**src/design/dual_timer_pkg.sv**
```systemverilog
// Constants shared by the dual 8-bit timer and its prescaler.
`default_nettype none
package dual_timer_pkg;
  localparam int ADDR_W  = 3;
  localparam int DATA_W  = 16;
  localparam int CH_N    = 2;
  localparam int DIV_N   = 6;
  localparam int PRESC_W = 13;

  // Register indices on the plain register port.
  localparam logic [2:0] IDX_COUNT  = 3'h0;
  localparam logic [2:0] IDX_CMPA   = 3'h1;
  localparam logic [2:0] IDX_CMPB   = 3'h2;
  localparam logic [2:0] IDX_CTRL0  = 3'h3;
  localparam logic [2:0] IDX_CTRL1  = 3'h4;
  localparam logic [2:0] IDX_FLAGS0 = 3'h5;
  localparam logic [2:0] IDX_FLAGS1 = 3'h6;
  localparam logic [2:0] IDX_MODE   = 3'h7;

  // Values after reset, and the counter's top value.
  localparam logic [7:0] COUNT_RST = 8'h00;
  localparam logic [7:0] CMP_RST   = 8'hFF;
  localparam logic [7:0] COUNT_MAX = 8'hFF;
  localparam logic [7:0] CTRL_RST  = 8'h00;
  localparam logic       STOP_RST  = 1'b0;

  // Field positions of the timer_control byte.
  localparam int TC_MB_IE    = 7;
  localparam int TC_MA_IE    = 6;
  localparam int TC_WR_IE    = 5;
  localparam int TC_CLR_LSB  = 3;
  localparam int TC_CKS_LSB  = 0;
  // Field positions of the counter_source_control byte (upper byte).
  localparam int CSC_RLS      = 11;
  localparam int CSC_ICKS_LSB = 8;
  // Field positions of timer_flags_and_output.
  localparam int FL_MB      = 7;
  localparam int FL_MA      = 6;
  localparam int FL_WR      = 5;
  localparam int FL_ADC     = 4;
  localparam int FL_OSB_LSB = 2;
  localparam int FL_OSA_LSB = 0;
  // Field positions of the mode register.
  localparam int MODE_STOP     = 0;
  localparam int MODE_CASC_LSB = 1;

  // Clock select codes; 1 to 6 pick the prescaler taps in order.
  localparam logic [2:0] CKS_OFF = 3'h0;
  localparam logic [2:0] CKS_EXT = 3'h7;

  localparam logic [1:0] CLR_NONE = 2'h0;
  localparam logic [1:0] CLR_A    = 2'h1;
  localparam logic [1:0] CLR_B    = 2'h2;
  localparam logic [1:0] CLR_EXT  = 2'h3;

  localparam logic [1:0] OS_KEEP   = 2'h0;
  localparam logic [1:0] OS_LOW    = 2'h1;
  localparam logic [1:0] OS_HIGH   = 2'h2;
  localparam logic [1:0] OS_TOGGLE = 2'h3;

  localparam logic [1:0] CASC_NONE  = 2'h0;
  localparam logic [1:0] CASC_16    = 2'h1;
  localparam logic [1:0] CASC_MATCH = 2'h2;

  // Tap masks for divisions by 2, 8, 32, 64, 1024 and 8192.
  localparam logic [PRESC_W-1:0] DIV_MASK [DIV_N] = '{
    13'h0001, 13'h0007, 13'h001F, 13'h003F, 13'h03FF, 13'h1FFF};
endpackage
`default_nettype wire

```
**src/design/prescale_if.sv**
```systemverilog
// Prescaler tap pulses and run request between timer and prescaler.
`default_nettype none
interface prescale_if;
  import dual_timer_pkg::*;
  logic             run;
  logic [DIV_N-1:0] tick;
  modport src (input run, output tick);
  modport dst (output run, input tick);
endinterface
`default_nettype wire

```
**src/design/dual_timer_prescaler.sv**
```systemverilog
// Divider, frozen while run is low, producing one-cycle tap pulses.
`default_nettype none
module dual_timer_prescaler
  import dual_timer_pkg::*;
(
  // Clock and reset
  input  wire logic clock_i,
  input  wire logic sys_rst_i,
  // Tap pulses
  prescale_if.src   presc
);
  typedef struct packed {
    logic [PRESC_W-1:0] cnt;
    logic [DIV_N-1:0]   tick;
  } presc_s;

  presc_s st_reg;
  presc_s st_next;

  // The divider freezes while stopped so every tap restarts in phase.
  always_comb begin
    st_next = st_reg;
    st_next.tick = '0;
    if (presc.run) begin
      st_next.cnt = st_reg.cnt + 13'h0001; // see [RQ1]
      for (int i = 0; i < DIV_N; i++) begin
        st_next.tick[i] = (st_reg.cnt & DIV_MASK[i]) == DIV_MASK[i];
      end
    end
  end

  always_ff @(posedge clock_i) begin
    if (sys_rst_i) begin
      st_reg <= '0;
    end else begin
      st_reg <= st_next;
    end
  end

  assign presc.tick = st_reg.tick;
endmodule
`default_nettype wire

```
**src/design/dual_channel_8bit_timer.sv**
```systemverilog
// Two 8-bit compare timers with cascade modes and a register port.
//
// Function
// [RQ1] Counter advances on one of six prescaler taps or the external clock.
// [RQ2] Counter clears on compare match A, compare match B or external reset.
// [RQ3] Output pin level comes from combining both compare match events.
// [RQ4] Sixteen-bit mode: channel 0 is the upper byte, channel 1 lower.
// [RQ5] Match count mode: channel 1 counts channel 0 compare A matches.
// [RQ6] Each channel requests match A, match B and wrap independently.
// [RQ7] Compare match A of channel 0 can trigger an A/D conversion.
// [RQ8] A stop state halts all counting and events.
// [RQ9] Each channel has an output pin, clock input and reset input.
// [RQ10] Counter is an 8-bit up-counter reset to zero; wrap sets flag.
// [RQ11] Counters and compare registers of both channels pair into words.
// [RQ12] Compare A resets to all ones; a match sets the match A flag.
// [RQ13] Compare B resets to all ones; a match sets the match B flag.
// [RQ14] Comparison is suppressed while that compare register is written.
// [RQ15] Match A and match B each act through own two-bit output select.
// [RQ16] Clear select: 00 none, 01 match A, 10 match B, 11 external.
// [RQ17] Reset level select: 0 clears on rising edge, 1 while high.
// [RQ18] Interrupt requests only while enable and flag are both set.
// [RQ19] A clearing match makes the next count zero instead of advancing.
//
// Local design decisions: the placing of the registers and the strobed register port.
`default_nettype none
module dual_channel_8bit_timer
  import dual_timer_pkg::*;
(
  // Clock and reset
  input  wire logic              clock_i,
  input  wire logic              sys_rst_i,
  // Register port
  input  wire logic [ADDR_W-1:0] addr_i,
  input  wire logic [DATA_W-1:0] wr_data_i,
  input  wire logic              wr_en_i,
  input  wire logic              rd_en_i,
  output logic      [DATA_W-1:0] rd_data_o,
  // Timer pins
  input  wire logic [CH_N-1:0]   ext_count_clk_pin_i,
  input  wire logic [CH_N-1:0]   ext_counter_reset_pin_i,
  output logic      [CH_N-1:0]   timer_out_pin_o,
  // Requests
  output logic      [CH_N-1:0]   match_a_irq_o,
  output logic      [CH_N-1:0]   match_b_irq_o,
  output logic      [CH_N-1:0]   wrap_irq_o,
  output logic                   adc_trigger_o
);
  typedef struct packed {
    // Channel 0 sits in the upper byte of each paired word, as in 16-bit
    // mode, so a word read of the counters gives the cascaded count.
    logic [0:CH_N-1][7:0] cnt;
    logic [0:CH_N-1][7:0] cmpa;
    logic [0:CH_N-1][7:0] cmpb;
    logic [CH_N-1:0][7:0] timer_control;
    logic [CH_N-1:0]      rls;
    logic [CH_N-1:0][1:0] icks;
    logic [CH_N-1:0]      fa;
    logic [CH_N-1:0]      fb;
    logic [CH_N-1:0]      fw;
    logic [CH_N-1:0][1:0] osa;
    logic [CH_N-1:0][1:0] osb;
    logic                 adc_en;
    logic                 stop;
    logic [1:0]           casc;
    logic [CH_N-1:0]      eqa_prev;
    logic [CH_N-1:0]      eqb_prev;
    logic [CH_N-1:0]      clk_prev;
    logic [CH_N-1:0]      rst_prev;
    logic [CH_N-1:0]      pin;
    logic [CH_N-1:0]      irq_a;
    logic [CH_N-1:0]      irq_b;
    logic [CH_N-1:0]      irq_w;
    logic                 adc;
    logic [DATA_W-1:0]    rdata;
  } timer_s;

  timer_s          st_reg;
  timer_s          st_next;
  logic [CH_N-1:0] eq_a;
  logic [CH_N-1:0] eq_b;
  logic [CH_N-1:0] ma_evt;
  logic [CH_N-1:0] mb_evt;
  logic [CH_N-1:0] tick;
  logic [CH_N-1:0] cmp_clr;
  logic [CH_N-1:0] ext_clr;
  logic [CH_N-1:0] wrap;
  logic            wr_cnt;
  logic            wr_cmpa;
  logic            wr_cmpb;

  prescale_if presc ();

  dual_timer_prescaler u_presc (
    .clock_i   (clock_i),
    .sys_rst_i (sys_rst_i),
    .presc     (presc)
  );

  assign presc.run = !st_reg.stop; // see [RQ8]

  // Picks the count pulse for a clock select code.
  function automatic logic src_tick(input logic [2:0]       sel,
                                    input logic [DIV_N-1:0] taps,
                                    input logic             ext_edge);
    logic hit;
    hit = 1'b0;
    if (sel == CKS_EXT) begin
      hit = ext_edge;
    end else if (sel != CKS_OFF) begin
      hit = taps[sel - 3'h1];
    end
    return hit;
  endfunction

  // Applies one output select code to the present pin level.
  function automatic logic out_apply(input logic       lvl,
                                     input logic [1:0] sel);
    logic res;
    res = lvl;
    case (sel)
      OS_LOW:    res = 1'b0;
      OS_HIGH:   res = 1'b1;
      OS_TOGGLE: res = !lvl;
      default:   res = lvl;
    endcase
    return res;
  endfunction

  always_comb begin
    st_next = st_reg;
    wr_cnt  = wr_en_i && (addr_i == IDX_COUNT);
    wr_cmpa = wr_en_i && (addr_i == IDX_CMPA);
    wr_cmpb = wr_en_i && (addr_i == IDX_CMPB);
    tick    = '0;
    cmp_clr = '0;
    ext_clr = '0;
    wrap    = '0;
    // A write hides the match in its own cycle so a half-updated
    // compare value never produces a spurious event.
    for (int i = 0; i < CH_N; i++) begin
      eq_a[i] = (st_reg.cnt[i] == st_reg.cmpa[i]) && !wr_cmpa; // see [RQ14]
      eq_b[i] = (st_reg.cnt[i] == st_reg.cmpb[i]) && !wr_cmpb; // see [RQ14]
      ma_evt[i] = eq_a[i] && !st_reg.eqa_prev[i] && !st_reg.stop; // see [RQ12]
      mb_evt[i] = eq_b[i] && !st_reg.eqb_prev[i] && !st_reg.stop; // see [RQ13]
    end
    // Channel 1 first: channel 0 may count its wraps in 16-bit mode.
    for (int i = CH_N - 1; i >= 0; i--) begin
      tick[i] = !st_reg.stop && src_tick(st_reg.timer_control[i][TC_CKS_LSB +: 3],
        presc.tick, ext_count_clk_pin_i[i] && !st_reg.clk_prev[i]); // see [RQ1]
      if (i == 1 && st_reg.casc == CASC_MATCH) begin
        tick[i] = ma_evt[0]; // see [RQ5]
      end
      if (i == 0 && st_reg.casc == CASC_16) begin
        tick[i] = wrap[1]; // see [RQ4]
      end
      case (st_reg.timer_control[i][TC_CLR_LSB +: 2]) // see [RQ16]
        CLR_A:   cmp_clr[i] = tick[i] && eq_a[i]; // see [RQ19]
        CLR_B:   cmp_clr[i] = tick[i] && eq_b[i]; // see [RQ19]
        CLR_EXT: ext_clr[i] = !st_reg.stop && (st_reg.rls[i] ?
                   ext_counter_reset_pin_i[i] :
                   ext_counter_reset_pin_i[i] && !st_reg.rst_prev[i]); // see [RQ17]
        default: cmp_clr[i] = 1'b0;
      endcase
      wrap[i] = tick[i] && (st_reg.cnt[i] == COUNT_MAX) &&
                !cmp_clr[i] && !ext_clr[i]; // see [RQ10]
      if (cmp_clr[i] || ext_clr[i]) begin
        st_next.cnt[i] = COUNT_RST; // see [RQ2]
      end else if (tick[i]) begin
        st_next.cnt[i] = st_reg.cnt[i] + 8'h01; // see [RQ10]
      end
      // Match B acts first so match A decides when both coincide.
      if (mb_evt[i]) begin
        st_next.pin[i] = out_apply(st_next.pin[i], st_reg.osb[i]); // see [RQ15]
      end
      if (ma_evt[i]) begin
        st_next.pin[i] = out_apply(st_next.pin[i], st_reg.osa[i]); // see [RQ3]
      end
    end
    // Software writes to a counter win over counting in the same cycle.
    if (wr_cnt) begin
      st_next.cnt = wr_data_i; // see [RQ11]
    end
    if (wr_cmpa) begin
      st_next.cmpa = wr_data_i; // see [RQ11]
    end
    if (wr_cmpb) begin
      st_next.cmpb = wr_data_i;
    end
    for (int i = 0; i < CH_N; i++) begin
      if (wr_en_i && addr_i == (i == 0 ? IDX_CTRL0 : IDX_CTRL1)) begin
        st_next.timer_control[i]  = wr_data_i[7:0];
        st_next.rls[i]  = wr_data_i[CSC_RLS];
        st_next.icks[i] = wr_data_i[CSC_ICKS_LSB +: 2];
      end
      // Flags clear by writing zero; an event in the same cycle wins.
      if (wr_en_i && addr_i == (i == 0 ? IDX_FLAGS0 : IDX_FLAGS1)) begin
        st_next.fa[i]  = st_reg.fa[i] && wr_data_i[FL_MA];
        st_next.fb[i]  = st_reg.fb[i] && wr_data_i[FL_MB];
        st_next.fw[i]  = st_reg.fw[i] && wr_data_i[FL_WR];
        st_next.osa[i] = wr_data_i[FL_OSA_LSB +: 2];
        st_next.osb[i] = wr_data_i[FL_OSB_LSB +: 2];
        if (i == 0) begin
          st_next.adc_en = wr_data_i[FL_ADC];
        end
      end
      st_next.fa[i] = st_next.fa[i] || ma_evt[i]; // see [RQ12]
      st_next.fb[i] = st_next.fb[i] || mb_evt[i]; // see [RQ13]
      st_next.fw[i] = st_next.fw[i] || wrap[i]; // see [RQ10]
    end
    if (wr_en_i && addr_i == IDX_MODE) begin
      st_next.stop = wr_data_i[MODE_STOP];
      st_next.casc = wr_data_i[MODE_CASC_LSB +: 2];
    end
    for (int i = 0; i < CH_N; i++) begin
      st_next.irq_a[i] = st_next.timer_control[i][TC_MA_IE] && st_next.fa[i]; // see [RQ18]
      st_next.irq_b[i] = st_next.timer_control[i][TC_MB_IE] && st_next.fb[i]; // see [RQ6]
      st_next.irq_w[i] = st_next.timer_control[i][TC_WR_IE] && st_next.fw[i]; // see [RQ6]
    end
    st_next.adc      = ma_evt[0] && st_reg.adc_en; // see [RQ7]
    st_next.eqa_prev = eq_a;
    st_next.eqb_prev = eq_b;
    st_next.clk_prev = ext_count_clk_pin_i; // see [RQ9]
    st_next.rst_prev = ext_counter_reset_pin_i;
    st_next.rdata    = '0;
    if (rd_en_i) begin
      case (addr_i)
        IDX_COUNT:  st_next.rdata = st_reg.cnt;
        IDX_CMPA:   st_next.rdata = st_reg.cmpa;
        IDX_CMPB:   st_next.rdata = st_reg.cmpb;
        IDX_CTRL0:  st_next.rdata = {4'h0, st_reg.rls[0], 1'b0,
                                     st_reg.icks[0], st_reg.timer_control[0]};
        IDX_CTRL1:  st_next.rdata = {4'h0, st_reg.rls[1], 1'b0,
                                     st_reg.icks[1], st_reg.timer_control[1]};
        IDX_FLAGS0: st_next.rdata = {8'h00, st_reg.fb[0], st_reg.fa[0],
                                     st_reg.fw[0], st_reg.adc_en,
                                     st_reg.osb[0], st_reg.osa[0]};
        IDX_FLAGS1: st_next.rdata = {8'h00, st_reg.fb[1], st_reg.fa[1],
                                     st_reg.fw[1], 1'b0,
                                     st_reg.osb[1], st_reg.osa[1]};
        IDX_MODE:   st_next.rdata = {13'h0000, st_reg.casc, st_reg.stop};
        default:    st_next.rdata = '0;
      endcase
    end
  end

  always_ff @(posedge clock_i) begin
    if (sys_rst_i) begin
      st_reg      <= '0;
      st_reg.cnt  <= {COUNT_RST, COUNT_RST};
      st_reg.cmpa <= {CMP_RST, CMP_RST};
      st_reg.cmpb <= {CMP_RST, CMP_RST};
      st_reg.timer_control  <= {CTRL_RST, CTRL_RST};
      st_reg.stop <= STOP_RST;
    end else begin
      st_reg <= st_next;
    end
  end

  assign rd_data_o       = st_reg.rdata;
  assign timer_out_pin_o = st_reg.pin;
  assign match_a_irq_o   = st_reg.irq_a;
  assign match_b_irq_o   = st_reg.irq_b;
  assign wrap_irq_o      = st_reg.irq_w;
  assign adc_trigger_o   = st_reg.adc;
endmodule
`default_nettype wire

```
**config.mk**
```make
export PLATFORM = sky130hd
export DESIGN_NAME = dual_channel_8bit_timer
export DESIGN_NICKNAME = d
export VERILOG_FILES = /design/src/design/dual_timer_pkg.sv /design/src/design/prescale_if.sv /design/src/design/dual_timer_prescaler.sv /design/src/design/dual_channel_8bit_timer.sv
export SDC_FILE = /design/constraint.sdc
export NUM_CORES = 1
export LEC_CHECK = 0
export BUFFER_PORTS_ARGS = -buffer_cell sky130_fd_sc_hd__buf_2
export CORE_UTILIZATION = 55
export DETAILED_ROUTE_END_ITERATION = 6
export PLACE_DENSITY = 0.8
export SYNTH_ARGS = -nofsm -noshare
export SYNTH_HDL_FRONTEND = slang
export SYNTH_HIERARCHICAL = 1
export SYNTH_SLANG_ARGS = --single-unit
```
**constraint.sdc**
```tcl
create_clock -name clock_i -period 2.4 [get_ports clock_i]
set_input_delay 0 -clock clock_i [delete_from_list [all_inputs] [get_ports clock_i]]
set_output_delay 0 -clock clock_i [all_outputs]
set_load 0.005 [all_outputs]
```
Word-level counts from Yosys, hierarchy flattened:

Index checks and enable logic that the tools add are counted.

* register bits: 140
* output and inout port bits: 25
* latch bits: 0
* memories: 0
* logic and storage cells: 207
* memory bits (read-only): 0
* memory bits (writable): 0
* input bits: 27

* bitwise logic cells: 1
* muxes and demuxes: 38
* multiply operators: 0
* shift operators: 0
* $lt $le $gt $ge: 2
* reduce and logical (&&, ||, !) cells: 85
* add/subtract/negate cells: 5
* equal/unequal tests: 40
* divide/modulo/power cells: 0

Operator list (count)
* $pmux W16 S8: 1
* $logic_and A1 B1 Y1: 51
* $mux W8: 6
* $eq A8 B8 Y1: 4
* $eq A2 B2 Y1 const B: 13
* $mux W1: 22
* $eq A3 B3 Y1 const B: 7
* $logic_not A1 Y1: 19
* $add A8 B1 Y8 const B: 2
* $eq A8 B8 Y1 const B: 2
* $mux W16: 1
* $eq A2 B1 Y1 const B: 7
* $add A13 B1 Y13 const B: 1
* $eq A13 B13 Y1 const B: 1
* $pmux W1 S3: 4
* $reduce_bool A3 Y1: 4
* $eq A10 B10 Y1 const B: 1
* $logic_or A1 B1 Y1: 8
* $lt A3 B4 Y1 const B: 2
* $bmux W1 S3: 2
* $eq A3 B2 Y1 const B: 2
* $eq A6 B6 Y1 const B: 1
* $sub A3 B1 Y3 const B: 2
* $eq A5 B5 Y1 const B: 1
* other kinds (5): 7

Depth between registers and ports, before layout:

* depth in word-level cells: 20
* depth in mapped cells: 10
* mapped depth without buffers: 10

Modules after synthesis:

Netlist, hierarchy kept.

Modules (own cells, without submodules)
* dual_channel_8bit_timer: cells each 765, area each 6286.0 sq um, instances 1, sequential area each 2422.3 sq um
* dual_timer_prescaler: cells each 87, area each 865.8 sq um, instances 1, sequential area each 380.4 sq um

Worst setup path after synthesis:

No wires, ideal clock.

* kind: register -> register
* from: register st_reg[65] (netlist name)
* to: register st_reg[120] (netlist name)
* path buffers: 0
* arrival time: 2.399 ns
* data required time: 2.309 ns
* period minus slack after synthesis: 2.490 ns
* setup slack: -0.090 ns
* cell stages (with the launch flop): 11
* cells stage by stage: dfxtp_1 > inv_1 > ha_1 > ha_1 > mux4_2 > a22oi_1 > o21ai_0 > a21o_4 > a21oi_2 > or4_1 > a311oi_1

* longest elaborated chain between the ends: 18
* elaborated cells between the ends (all ways): 24
* those cells by class: add/sub: 1; eq/ne: 1; mux: 10; reduce/logical: 12

Ends and longest elaborated chain
* start, declared: line dual_channel_8bit_timer.sv:77 `timer_s st_reg;`
* start signal, assigned: line dual_channel_8bit_timer.sv:255 `st_reg <= st_next;`
* $sub A3 B1 Y3: line dual_channel_8bit_timer.sv:110 `hit = taps[sel - 3'h1];`
* $bmux W1 S3: line dual_channel_8bit_timer.sv:110
* $mux W1 (implied by the code): line dual_channel_8bit_timer.sv:110
* $mux W1: line dual_channel_8bit_timer.sv:109 `end else if (sel != CKS_OFF) begin`
* $mux W1 *: line dual_channel_8bit_timer.sv:107 `if (sel == CKS_EXT) begin`
* $logic_and A1 B1 Y1 *: line dual_channel_8bit_timer.sv:148 `tick[i] = !st_reg.stop && src_tick(st_reg.timer_control[i][TC_CKS_LSB +: 3],`
* $mux W1 *: line dual_channel_8bit_timer.sv:150 `if (i == 1 && st_reg.casc == CASC_MATCH) begin`
* $logic_and A1 B1 Y1, on equally long branches: line dual_channel_8bit_timer.sv:158, dual_channel_8bit_timer.sv:157
* [2 not listed]
* $logic_and A1 B1 Y1 *: line dual_channel_8bit_timer.sv:164 `wrap[i] = tick[i] && (st_reg.cnt[i] == COUNT_MAX) &&`
* $logic_and A1 B1 Y1 *: line dual_channel_8bit_timer.sv:165 `!cmp_clr[i] && !ext_clr[i];`
* $mux W1 *: line dual_channel_8bit_timer.sv:153 `if (i == 0 && st_reg.casc == CASC_16) begin`
* $logic_and A1 B1 Y1, on equally long branches: line dual_channel_8bit_timer.sv:158, dual_channel_8bit_timer.sv:157
* $pmux W1 S2: line dual_channel_8bit_timer.sv:156 `case (st_reg.timer_control[i][TC_CLR_LSB +: 2])`
* $logic_or A1 B1 Y1: line dual_channel_8bit_timer.sv:166 `if (cmp_clr[i] || ext_clr[i]) begin`
* $mux W8: line dual_channel_8bit_timer.sv:166
* $mux W16: line dual_channel_8bit_timer.sv:180 `if (wr_cnt) begin`

Every way passes the cells marked *; elsewhere a longest branch is shown, timed or not. The select of a mux whose other input is x is not followed.
A chain may end at the register's enable or synchronous reset.

Worst setup path in the final report:

* from: register st_reg[68] (netlist name)
* to: register st_reg[120] (netlist name)

* longest elaborated chain between the ends: 11
* elaborated cells between the ends (all ways): 17
* those cells by class: eq/ne: 3; mux: 6; reduce/logical: 8

Ends and longest elaborated chain (line)
* $eq A2 B2 Y1 / $eq A2 B1 Y1 (equally long branches): dual_channel_8bit_timer.sv:156
* $pmux W1 S2: dual_channel_8bit_timer.sv:156
* $logic_not A1 Y1: dual_channel_8bit_timer.sv:165
* $logic_and A1 B1 Y1: dual_channel_8bit_timer.sv:164
* $logic_and A1 B1 Y1 *: dual_channel_8bit_timer.sv:165
* $mux W1 *: dual_channel_8bit_timer.sv:153
* $logic_and A1 B1 Y1, on equally long branches: dual_channel_8bit_timer.sv:158, dual_channel_8bit_timer.sv:157
* $pmux W1 S2: dual_channel_8bit_timer.sv:156
* $logic_or A1 B1 Y1: dual_channel_8bit_timer.sv:166
* $mux W8: dual_channel_8bit_timer.sv:166
* $mux W16: dual_channel_8bit_timer.sv:180

Every way passes the cells marked *; elsewhere a longest branch is shown, timed or not.

==> results.json <==
{
  "critical-path-max-stage-delay_ns": 0.54,
  "holdCritPathClass": "input port to flip-flop",
  "grt_pass1_vias": 6178,
  "final_core_util_pct": 68.0,
  "finalCritPeriodShare_pct": 97.4,
  "reg2regPathDepth": 8,
  "wire_per_inst_um": 18.5,
  "leakagePower_nw": 3.57,
  "vias": 6554,
  "cts_buffer_depth": 2,
  "drtIter0Drc": 676,
  "status": "finished, final reports clean",
  "start_util_pct": 56.4,
  "mappedNetlistArea_um2": 7150,
  "routed.top_layer": "met5",
  "hold_viol": 0,
  "crit_required_ns": 2.74,
  "ys_types": 67,
  "clock_latency_ns": 0.43,
  "max_slew_margin_pct": 55.8,
  "fin_area_um2": 8610,
  "wl_met1_um": 8640,
  "clock-sinks": 140,
  "die_width_um": 116,
  "netlist_top_cells_area": "dfxtp_1 (39%), mux2i_1 (6.3%), nand2_1 (6.0%)",
  "tns_ns": 0,
  "synth_nets": 894,
  "synth_most_common_cell": "dfxtp_1",
  "grt_max_degree": 64,
  "synth-main-ff-cell": "dfxtp_1",
  "postSynthCellCount": 852,
  "cp-start-kind": "flip-flop",
  "dr_wl_met2_um": 9510,
  "cp-endpoint": "st_reg[120]$_SDFFE_PP0P_",
  "r2r-end": "st_reg[120]$_SDFFE_PP0P_",
  "ir_drop_mv": 0.548,
  "drc": 0,
  "r2r_slack_ns": 0.06,
  "dieArea_um2": 13500,
  "async_flop_share_pct": 0,
  "regArea_um2": 2810,
  "yosys.area.top_type": "dfxtp_1",
  "clockRootBuffer": "clkbuf_16",
  "setup_viol": 0,
  "crit_type": "flip-flop to flip-flop",
  "synth.avg_cell_area_um2": 8.39,
  "crit_chain": "ha_1, nand2_1, nor3_2, or4_4, and3b_2, a21oi_4, or4_1, a311oi_1",
  "cp-end-kind": "flip-flop",
  "area_growth_pct": 20.4,
  "r2r_start": "st_reg[68]$_SDFFE_PP0P_",
  "rsz0062_at_grt": "true",
  "htreeDepth": 4,
  "finClkSkew_ns": 0.00743,
  "fmax_mhz": 428,
  "power.density_nw_per_um2": 644,
  "hold_ws_ns": 0.0745,
  "crit_path_top_delay_cell": "or4_4",
  "startpoint": "st_reg[68]$_SDFFE_PP0P_",
  "die_h_um": 116,
  "fin_crit_ns": 2.34,
  "drive_gt1_share_pct": 21.2,
  "core_area_um2": 12700,
  "crit_arrival_ns": 2.68,
  "antenna_cells": 0,
  "drv_slew": 0,
  "ys_seq_elements": 140,
  "ys_top_cells_by_count": "dfxtp_1 (140), nand2_1 (114), nor2_1 (67)",
  "num_io_pins": 52,
  "ys_seq_area_share_pct": 39.2,
  "dpl.hpwl_um": 14300,
  "dr.pass1.iters": 5,
  "critPathMaxFanout": 6,
  "grt_pass1_wl_um": 32400,
  "clkSlewWorstSetupHoldPaths_ns": 0.05,
  "routed_wl_um": 20600,
  "cap_violations": 0,
  "antenna_found_initial": 0,
  "port_buffers": 51,
  "antenna_left": 0,
  "synth-edff-count": 0,
  "rows": 41,
  "met3WireLength_um": 1700,
  "place_area_um2": 7720,
  "fillers": 1019,
  "gp_congestion": 0.927,
  "largest_reg_flops": 96,
  "worstMarginPinSlew_ns": 0.663,
  "cts_buffers": 17,
  "cts_tree": "built",
  "yosysWarnings": 6,
  "synth.top_cell.area_share_pct": 39.2,
  "grt.total_usage_pct": 32.1,
  "grt_overflow": 0,
  "fin_total_pwr_mw": 5.55,
  "multi_input_area_um2": 3870,
  "viasPerCell": 5.88,
  "fin_nets": 974
}
-- placed cells by master (no fill, tap or decap), drive strengths merged, types with 7 or more instances in the layout --
master / n
nand4: 9
nor4: 9
o21ai: 35
dlygate4sd3: 20
mux2i: 45
a221oi: 9
clkbuf: 22
buf: 128
nand2: 114
nor3: 19
and2: 13
xor2: 31
a21oi: 62
o211ai: 13
dfxtp: 140
a22oi: 9
nand3: 17
nor2b: 23
o31ai: 7
and3: 11
a211oi: 7
ha: 15
nor2: 67
inv: 30
-- power breakdown --
part | leakage, nW | internal, mW | switching, mW | total (mW)
Combinational | 2.15 | 0.223 | 0.324 | 0.547
Clock | 0.281 | 1.59 | 0.970 | 2.56
Sequential | 1.14 | 2.39 | 0.0514 | 2.44
Total | 3.57 | 4.20 | 1.35 | 5.55
-- repair_timing --
action,CTS,global route
buffers inserted,0,3
pin swaps,0,6
cloned,0,0
endpoints found under the hold margin,79,0
gates resized for setup,5,18
setup endpoints to repair,3,14
hold buffers,20,0
-- worst min path at each step --
stage                      startpoint                       end  slack (ns)  depth (start not counted)
5_1_grt                     sys_rst_i     st_reg[49]$_SDFF_PP0_        0.09                          3
6_report                    sys_rst_i  st_reg[120]$_SDFFE_PP0P_        0.07                          3
2_1_floorplan            wr_data_i[8]  st_reg[113]$_SDFFE_PP0P_        0.12                          1
3_3_place_gp   ext_count_clk_pin_i[0]     st_reg[27]$_SDFF_PP0_        0.24                          2
4_1_cts                     sys_rst_i     st_reg[49]$_SDFF_PP0_        0.06                          3
3_5_place_dp   ext_count_clk_pin_i[1]     st_reg[28]$_SDFF_PP0_        0.25                          2
-- per-stage QoR --
| step | setup slack (ns) | instances |
|---|---|---|
| floorplan | -0.0223 | 852 |
| detailed placement | -0.0291 | 1062 |
| finish | 0.0623 | 1115 |
| global route | -0.0630 | 1115 |
| global placement | 0.0304 | 1062 |
| CTS | 0.000588 | 1112 |
-- cell families (layout without fill, tap and decap cells) --
group | after synthesis | count (layout) | share of synthesized area [%]
AO/OA/AOI/OAI | 173 | 173 | 15.3
AND/OR/NAND/NOR | 317 | 317 | 22.3
XOR/XNOR | 36 | 36 | 4.41
buffers and inverters | 118 | 209 | 8.17
adder cells (fa/ha/maj) | 15 | 15 | 2.62
multiplexers | 53 | 53 | 8.08
flip-flops | 140 | 140 | 39.2
-- per-layer routing --
metal  vias up  global-route usage [%]
li1       3096                       -
met1      3093                    41.1
met2       296                    50.6
met3        67                    7.32
met4         2                    16.1
met5         -                    2.96
-- layout make-up --
class	count	share of cell area, %
flip-flops and latches	140	32.6
repair buffers	148	12.0
multi-input cells	594	44.9
inverters	31	1.35
clock buffers	22	5.51
well taps	172	2.50
clock inverters	8	1.08
-- critical path, delay by kind of cell (launching register included) --
kind                     cells  cell delay, ns
AO/OA/AOI/OAI                2            0.32
adder cells (fa/ha/maj)      1            0.18
AND/OR/NAND/NOR              5            1.40
flip-flops                   1            0.33
(Power assumes the default switching activity.)
